===== config.mk =====
export PLATFORM = sky130hd
export DESIGN_NAME = xcvr_ctrl
export DESIGN_NICKNAME = d
export VERILOG_FILES = /design/src/hdl/xcvr_ctrl_pkg.sv /design/src/hdl/hold_timer.sv /design/src/hdl/xcvr_ctrl.sv
export SDC_FILE = /design/constraint.sdc
export NUM_CORES = 1
export LEC_CHECK = 0
export BUFFER_PORTS_ARGS = -buffer_cell sky130_fd_sc_hd__buf_2
export CAP_MARGIN = 20
export CORE_UTILIZATION = 57
export CTS_CLUSTER_SIZE = 12
export DETAILED_ROUTE_END_ITERATION = 8
export PLACE_DENSITY = 0.78
export SYNTH_ARGS = -nofsm -noshare
export SYNTH_HDL_FRONTEND = slang
export SYNTH_SLANG_ARGS = --single-unit

===== constraint.sdc =====
create_clock -name core_clk -period 3 [get_ports core_clk]
set_input_delay 0.6 -clock core_clk [delete_from_list [all_inputs] [get_ports core_clk]]
set_output_delay 0.6 -clock core_clk [all_outputs]
set_load 0.005 [all_outputs]

===== src/hdl/xcvr_ctrl_pkg.sv =====
// constants for the transceiver mode and inhibit-mask controller
package xcvr_ctrl_pkg;
  localparam int CLK_FREQ_HZ          = 40_000_000;
  // mask filter time of the device; the controller holds mask longer than this
  localparam int MASK_FILTER_TIME_US  = 100;
  localparam int MASK_HOLD_MARGIN_US  = 20;
  localparam int MASK_HOLD_CYCLES     =
    ((MASK_FILTER_TIME_US + MASK_HOLD_MARGIN_US) * (CLK_FREQ_HZ / 1_000_000));
  // settle time after a mode change before reading the status flag
  localparam int MODE_SETTLE_TIME_US  = 50;
  localparam int MODE_SETTLE_CYCLES   =
    MODE_SETTLE_TIME_US * (CLK_FREQ_HZ / 1_000_000);
  localparam int CNT_W                = 16;
  // mode-select pin encoding {enable, standby_n}; integrator may override
  localparam logic [1:0] MODE_NORMAL_CODE  = 2'h3;
  localparam logic [1:0] MODE_SILENT_CODE  = 2'h2;
  localparam logic [1:0] MODE_STANDBY_CODE = 2'h0;
  localparam logic [1:0] MODE_SLEEP_CODE   = 2'h1;
  // user mode and mask requests
  localparam logic [2:0] REQ_NORMAL  = 3'h0;
  localparam logic [2:0] REQ_SILENT  = 3'h1;
  localparam logic [2:0] REQ_STANDBY = 3'h2;
  localparam logic [2:0] REQ_SLEEP   = 3'h3;
  localparam logic [2:0] REQ_MASK_ON = 3'h4;
  localparam logic [2:0] REQ_MASK_OFF= 3'h5;
  localparam logic [1:0] ERR_NONE    = 2'h0;
  localparam logic [1:0] ERR_BUSY    = 2'h1;
  localparam logic [1:0] ERR_FAULT   = 2'h2;
  localparam logic [1:0] ERR_NO_ACK  = 2'h3;
endpackage


===== src/hdl/hold_timer.sv =====
`timescale 1ns/100ps
// down-counter that pulses done after a loaded number of cycles
module hold_timer
  import xcvr_ctrl_pkg::*;
#(
  parameter int W = CNT_W
) (
  // clock and reset
  input  wire logic         core_clk,
  input  wire logic         rst_n,
  // control
  input  wire logic         load,
  input  wire logic [W-1:0] count,
  // status
  output logic              done
);
  logic [W-1:0] cnt_q, cnt_d;
  logic         run_q, run_d, done_d;

  always_comb begin
    cnt_d  = cnt_q;
    run_d  = run_q;
    done_d = 1'b0;
    if (load) begin
      cnt_d = count;
      run_d = 1'b1;
    end else if (run_q) begin
      if (cnt_q <= W'(1)) begin
        run_d  = 1'b0;
        done_d = 1'b1;
      end else begin
        cnt_d = cnt_q - W'(1);
      end
    end
  end

  always_ff @(posedge core_clk or negedge rst_n) begin
    if (!rst_n) begin
      cnt_q <= '0;
      run_q <= 1'b0;
      done  <= 1'b0;
    end else begin
      cnt_q <= cnt_d;
      run_q <= run_d;
      done  <= done_d;
    end
  end
endmodule // hold_timer


===== src/hdl/xcvr_ctrl.sv =====
`timescale 1ns/100ps
// controller driving the transceiver mode pins and inhibit-mask sequence
module xcvr_ctrl
  import xcvr_ctrl_pkg::*;
#(
  parameter int HOLD_CYCLES   = MASK_HOLD_CYCLES,
  parameter int SETTLE_CYCLES = MODE_SETTLE_CYCLES
) (
  // clock and reset
  input  wire logic       core_clk,
  input  wire logic       rst_n,
  // user command port
  input  wire logic       cmd_valid,
  input  wire logic [2:0] cmd_code,
  output logic            cmd_ready,
  output logic            cmd_done,
  output logic [1:0]      cmd_err,
  output logic            mask_active,
  output logic            wake_seen,
  // user data path
  input  wire logic       user_tx,
  output logic            user_rx,
  // device pins
  output logic            tx_data_out,
  input  wire logic       rx_data_in,
  input  wire logic       status_flag_out_n,
  output logic            mode_sel_a,
  output logic            mode_sel_b_n,
  output logic            inhibit_disable_in
);
  typedef enum logic [2:0] {
    ST_IDLE,   // waiting for a command
    ST_SETTLE, // mode pins moved, device following
    ST_CHECK,  // mask command: flag must be clear first
    ST_DRIVE,  // mask pin held past the filter time
    ST_ACK     // waiting for the flag to drop
  } state_t;

  // command sequencer
  state_t     st_q, st_d;
  logic [1:0] mode_q, mode_d;
  logic       mask_q, mask_d, mask_pin_q, mask_pin_d;
  logic       mask_tgt_q, mask_tgt_d;
  logic [2:0] req_q, req_d;
  logic       ready_q, ready_d, done_q, done_d;
  logic [1:0] err_q, err_d;
  logic       wake_q, wake_d, tx_q, rx_q;
  // one timer serves the settle, hold and ack windows in turn
  logic       tmr_load;
  logic [CNT_W-1:0] tmr_count;
  logic       tmr_done;

  // reloaded at every state change that opens a window
  hold_timer #(.W(CNT_W)) u_timer (
    .core_clk (core_clk),
    .rst_n    (rst_n),
    .load     (tmr_load),
    .count    (tmr_count),
    .done     (tmr_done)
  );

  always_comb begin
    st_d       = st_q;
    mode_d     = mode_q;
    mask_d     = mask_q;
    mask_pin_d = mask_pin_q;
    mask_tgt_d = mask_tgt_q;
    req_d      = req_q;
    ready_d    = ready_q;
    done_d     = 1'b0;
    err_d      = err_q;
    wake_d     = wake_q;
    tmr_load   = 1'b0;
    tmr_count  = CNT_W'(SETTLE_CYCLES);
    // receive low outside normal marks power-on or wake; in normal
    // it is only the echo of transmit, so the flag clears there
    if (mode_q == MODE_NORMAL_CODE)
      wake_d = 1'b0;
    else if (rx_data_in == 1'b0)
      wake_d = 1'b1;
    unique case (st_q)
      ST_IDLE: begin
        // commands offered while busy are ignored, never queued
        if (cmd_valid && ready_q) begin
          ready_d = 1'b0;
          req_d   = cmd_code;
          err_d   = ERR_NONE;
          tmr_load = 1'b1;
          unique case (cmd_code)
            REQ_NORMAL:  mode_d = MODE_NORMAL_CODE;
            REQ_STANDBY: mode_d = MODE_STANDBY_CODE;
            REQ_SLEEP:   mode_d = MODE_SLEEP_CODE;
            default:     mode_d = MODE_SILENT_CODE;
          endcase
          // no guard against inhibit feeding our own supply: the system
          // must not issue mask commands in that wiring
          mask_tgt_d = (cmd_code == REQ_MASK_ON);
          st_d = ST_SETTLE;
        end
      end
      ST_SETTLE: begin
        // mode commands end here; mask commands go on to the flag check
        if (tmr_done) begin
          if (req_q == REQ_MASK_ON || req_q == REQ_MASK_OFF)
            st_d = ST_CHECK;
          else begin
            st_d    = ST_IDLE;
            ready_d = 1'b1;
            done_d  = 1'b1;
          end
        end
      end
      ST_CHECK: begin
        // a low flag here would hide the acknowledgement
        if (!status_flag_out_n) begin
          err_d   = ERR_FAULT;
          st_d    = ST_IDLE;
          ready_d = 1'b1;
          done_d  = 1'b1;
        end else begin
          mask_pin_d = mask_tgt_q;
          tmr_load   = 1'b1;
          tmr_count  = CNT_W'(HOLD_CYCLES);
          st_d       = ST_DRIVE;
        end
      end
      ST_DRIVE: begin
        // pin held past the filter time so the device latches it
        if (tmr_done) begin
          // ack window reuses the settle count
          tmr_load = 1'b1;
          st_d     = ST_ACK;
        end
      end
      ST_ACK: begin
        if (!status_flag_out_n) begin
          mask_d  = mask_tgt_q;
          st_d    = ST_IDLE;
          ready_d = 1'b1;
          done_d  = 1'b1;
        end else if (tmr_done) begin
          // pin left driven: our mask copy may now differ from the device
          err_d   = ERR_NO_ACK;
          st_d    = ST_IDLE;
          ready_d = 1'b1;
          done_d  = 1'b1;
        end
      end
      default: st_d = ST_IDLE;
    endcase
  end

  always_ff @(posedge core_clk or negedge rst_n) begin
    if (!rst_n) begin
      st_q       <= ST_IDLE;
      mode_q     <= MODE_STANDBY_CODE;
      // our copy restarts cleared; the device keeps its own latch
      mask_q     <= 1'b0;
      mask_pin_q <= 1'b0;
      mask_tgt_q <= 1'b0;
      req_q      <= REQ_NORMAL;
      ready_q    <= 1'b1;
      done_q     <= 1'b0;
      err_q      <= ERR_NONE;
      wake_q     <= 1'b0;
      tx_q       <= 1'b1;
      rx_q       <= 1'b1;
    end else begin
      st_q       <= st_d;
      mode_q     <= mode_d;
      mask_q     <= mask_d;
      mask_pin_q <= mask_pin_d;
      mask_tgt_q <= mask_tgt_d;
      req_q      <= req_d;
      ready_q    <= ready_d;
      done_q     <= done_d;
      err_q      <= err_d;
      wake_q     <= wake_d;
      // only drive dominant in normal mode
      tx_q <= (mode_q == MODE_NORMAL_CODE) ? user_tx : 1'b1;
      rx_q <= rx_data_in;
    end
  end

  // all pins and status outputs are register bits
  assign tx_data_out        = tx_q;
  assign user_rx            = rx_q;
  assign mode_sel_a         = mode_q[1];
  assign mode_sel_b_n       = mode_q[0];
  assign inhibit_disable_in = mask_pin_q;
  assign cmd_ready          = ready_q;
  assign cmd_done           = done_q;
  assign cmd_err            = err_q;
  assign mask_active        = mask_q;
  assign wake_seen          = wake_q;
endmodule // xcvr_ctrl


Word-level counts from Yosys, hierarchy flattened:

Cells that the tools add are included.

* register bits: 36
* output and inout port bits: 11
* input bits: 9
* logic and storage cells: 96

* bitwise logic cells: 1
* add/subtract/negate cells: 1
* order comparisons: 1
* multiplexer cells: 44
* equality and inequality tests: 20
* reduce and logical (&&, ||, !) cells: 14

Operators with widths (number)
* $mux 16: 3
* $mux 13: 2
* $mux 1: 22
* $le 16x1->1 const B: 1
* $sub 16x1->16 const B: 1
* $mux 3: 5
* $pmux 3 s5: 1
* $eq 3x2->1 const B: 4
* $eq 3x3->1 const B: 4
* $mux 2: 6
* $pmux 2 s3: 2
* $ne 2x2->1 const B: 5
* $ne 2x1->1 const B: 4
* $reduce_and 2->1: 4
* $logic_not 3->1: 2
* $pmux 1 s3: 2
* $reduce_and 6->1: 1
* $reduce_and 5->1: 1
* $pmux 1 s4: 1
* $reduce_and 4->1: 1
* $reduce_bool 4->1: 1
* $eq 3x1->1 const B: 1
* $ne 3x2->1 const B: 1
* $reduce_bool 3->1: 1
* 5 further kinds: 5

Longest topological paths before layout:

* depth in word-level cells: 5
* gate-level depth with buffers: 8
* gate-level depth less buffers: 7

Modules after synthesis:

A second synthesis with hierarchy kept.

* cell total of the unflattened synthesis: 216
* area, all modules: 2033.2 µm²

Modules (own cells, without submodules)
* hold_timer: instances 1, sequential area each 450.4 µm², cells each 130, area each 1184.9 µm²
* xcvr_ctrl: instances 1, sequential area each 429.2 µm², cells each 86, area each 848.3 µm²

Worst setup path after synthesis:

Ideal clock, no wire load.

* path kind: register to register
* start point: register u_timer.cnt_q[12]
* end point: register u_timer.cnt_q[6]
* data required time: 2863 ps
* path buffers: 1
* cell stages (with the launch flop): 7
* clock period less this slack: 2093 ps
* path slack: 907 ps
* data arrival time: 1955 ps
* library setup time: 137 ps
* cell sequence: dfrtp_1 or4_4 or4b_4 buf_6 o2111ai_2 xor2_1 nand2_1

* word-level cells in the longest chain between the ends: 3

Ends and longest elaborated chain
* from (decl): line hold_timer.sv:17 `logic [W-1:0] cnt_q, cnt_d;`
* from (signal assigned): line hold_timer.sv:43 `cnt_q <= cnt_d;`
* $le 16x1->1: line hold_timer.sv:28 `if (cnt_q <= W'(1)) begin`
* $ne 2x2->1 (no source line)
* $reduce_and 2->1 (no source line)

Every way passes these cells.
A chain may end at the register's enable or synchronous reset.

Worst setup path after layout:

* start point: register u_timer.cnt_q[12]
* end point: register u_timer.cnt_q[1]

The elaborated chain is that of the path after synthesis.

==> flow_metrics.env <==
export IMPL_status="finished clean"
export IMPL_ctsResizeCount=0
export IMPL_routed_via_density=5.86
export IMPL_gp_congestion=0.867
export IMPL_grt_max_degree=36
export IMPL_path_class="flip-flop to flip-flop"
export IMPL_synth_warning_count=0
export IMPL_leakagePower_nw=0.844
export IMPL_synthToLayoutAreaGrowth_pct=11.2
export IMPL_cts_tree="yes"
export IMPL_yosysTopAreaCellShare_pct=45.8
export IMPL_cts_setup_buffers=0
export IMPL_synth_area_leaders="dfrtp_1 46%, xor2_1 5.5%, nor2_1 4.9%"
export IMPL_rsz0062_at_grt="false"
export IMPL_async_flop_share_pct=100
export IMPL_clockBufferDepth=2
export IMPL_grt_usage_pct=23.2
export IMPL_grt_pass1_vias=1293
export IMPL_drcViolationCount=0
export IMPL_cts_reportedPaths_clkPinSlew_ns=0.12
export IMPL_synthCells=174
export IMPL_n_antenna_cell=0
export IMPL_cp_arrival_ns=2.57
export IMPL_drtIter0Drc=59
export IMPL_drv_cap=0
export IMPL_reg2reg_slack_ns=0.71
export IMPL_ir_drop_mv=0.367
export IMPL_htreeDepth=2
export IMPL_hold_class="input port to async pin"
export IMPL_port_buffers=19
export IMPL_worst_pin_slew_ns=0.744
export IMPL_clk_latency_ns=0.35
export IMPL_relSlewSlack_pct=50.0
export IMPL_finalSetupTns_ns=0
export IMPL_drtPass1Iterations=4
export IMPL_setup_viol=0
export IMPL_skew_ns=0.0164
export IMPL_yosysUniqueCellTypes=44
export IMPL_initial_core_util_pct=61.8
export IMPL_ys_flop_type="dfrtp_1"
export IMPL_die_area_um2=3290
export IMPL_drive_gt1_share_pct=20.3
export IMPL_synth_seq_area_share_pct=50.3
export IMPL_wire_per_inst_um=14.3
export IMPL_finalMaxSlewViolations=0
export IMPL_root_buffer="clkbuf_4"
export IMPL_drt_total_wl_mm=3.26
export IMPL_timing_rr_end="u_timer.cnt_q[1]"
export IMPL_num_vias=1336
export IMPL_antenna_found_initial=0
export IMPL_reg2reg_depth=5
export IMPL_avgSynthCellArea_um2=10.0
export IMPL_fin_util_pct=68.7
export IMPL_synth_edff_count=0
export IMPL_dp_hpwl_mm=2.35
export IMPL_max_freq_ghz=0.436
export IMPL_antenna_left=0
export IMPL_start_kind="flip-flop"
export IMPL_die_h_um=57.4
export IMPL_power_total_mw=0.885
export IMPL_grt_first_pass_wirelength_mm=5.77
export IMPL_whs_ns=0.305
export IMPL_core_um2=2830
export IMPL_worstPathRequired_ns=3.28
export IMPL_finalHoldViolations=0
export IMPL_dieWidth_um=57.4
export IMPL_r2r_start="u_timer.cnt_q[12]"
export IMPL_rows=19
export IMPL_fin_crit_sh_pct=76.4
export IMPL_grt_remaining_overflow=0
export IMPL_io_pins=20
export IMPL_fin_nets=207
export IMPL_syn_area_um2=1750
export IMPL_cts_sinks=35
export IMPL_period_minus_slack_ns=2.29
export IMPL_synth_area_leader_cell="dfrtp_1"
export IMPL_holdBufCountCts=0
export IMPL_worst_path_max_fanout=13
export IMPL_ys_seq_elements=35
export IMPL_endpoint_kind="flip-flop"
export IMPL_cts_buffers_inserted=5
export IMPL_synthesis_nets=185
export IMPL_p_per_area_nw_per_um2=455
[worst max-delay path by stage]
stage / to / slack [ns] / startpoint
global placement: u_timer.cnt_q[1] / 0.80 / u_timer.cnt_q[12]
floorplan: u_timer.cnt_q[6] / 0.91 / u_timer.cnt_q[12]
detailed placement: u_timer.cnt_q[1] / 0.74 / u_timer.cnt_q[12]
CTS: u_timer.cnt_q[1] / 0.70 / u_timer.cnt_q[12]
finish: u_timer.cnt_q[1] / 0.71 / u_timer.cnt_q[12]
global route: u_timer.cnt_q[1] / 0.55 / u_timer.cnt_q[2]
[through the flow]
stage / cells / setup WS, ns / instance area [um2]
after CTS: 228 / 0.696 / 1940
after global placement: 220 / 0.805 / 1860
after global routing: 228 / 0.554 / 1940
final: 228 / 0.707 / 1940
after detailed placement: 220 / 0.741 / 1860
after floorplan: 174 / 0.907 / 1750
[critical path: stages (launching register included)]
cell,delay (ns)
dfrtp_1,0.42
or4_4,0.55
or4b_4,0.60
o21ai_2,0.22
mux2_1,0.35
nor2_1,0.08
[cell usage in the layout (no fill, tap or decap), types with 3 or more instances in the layout]
cell	Yosys	layout
clkbuf_4	0	5
buf_2	0	19
xnor2_1	5	5
nand3_1	5	5
nor2_1	23	23
nand2_1	15	15
xor2_1	11	11
nor2b_1	5	5
inv_1	6	6
dfrtp_1	32	32
dfstp_2	3	3
nand4_1	3	3
nor3_1	8	8
nand2b_1	6	6
nor4_1	4	4
a21oi_1	4	4
[power breakdown]
part           total, mW  leakage [nW]  switching (mW)  internal (mW)
sequential         0.502         0.420          0.0161          0.486
combinational     0.0439         0.379          0.0246         0.0193
clock              0.339        0.0452           0.164          0.175
total              0.885         0.844           0.204          0.680
[cell families after synthesis]
group                      Yosys count  synth area share [%]
buffers and inverters               11                  2.79
xor gates and xnor gates            16                  8.02
adders and majority gates            2                  1.43
and+or+nand+nor                     79                  23.1
muxes                                3                  1.93
AOI/OAI and AO/OA                   28                  12.4
DFF                                 35                  50.3
[sequential cells by signal, indices dropped and copies added, names as in the netlist, 2 cells and up]
| name | cells |
|---|---|
| req_q | 2 |
| u_timer.cnt_q | 16 |
| mode_q | 2 |
| cmd_err | 2 |
| st_q | 3 |
[metal layers]
layer	GRT usage, %	up-vias	wire length [um]
li1	-	662	-
met5	0	-	0
met1	29.6	636	1460
met3	6.12	3	156
met4	7.32	0	36
met2	38.7	35	1610
[cells in the mapped netlist (3+ instances only)]
library cell,count
a21oi_1,4
clkbuf_1,4
dfrtp_1,32
dfstp_2,3
inv_1,6
nand2_1,15
nand2b_1,6
nand3_1,5
nand4_1,3
nor2_1,23
nor2b_1,5
nor3_1,8
nor4_1,4
xnor2_1,5
xor2_1,11
[cell type report]
class / instances / area, um2
multi-input combinational: 128 / 820
clock buffer: 5 / 37.5
tap: 31 / 38.8
sequential: 35 / 880
timing repair buffer: 20 / 103
inverter: 6 / 22.5
clock inverter: 3 / 43.8
fill: 215 / 885
Note: power is estimated with default switching activity, not from simulation.
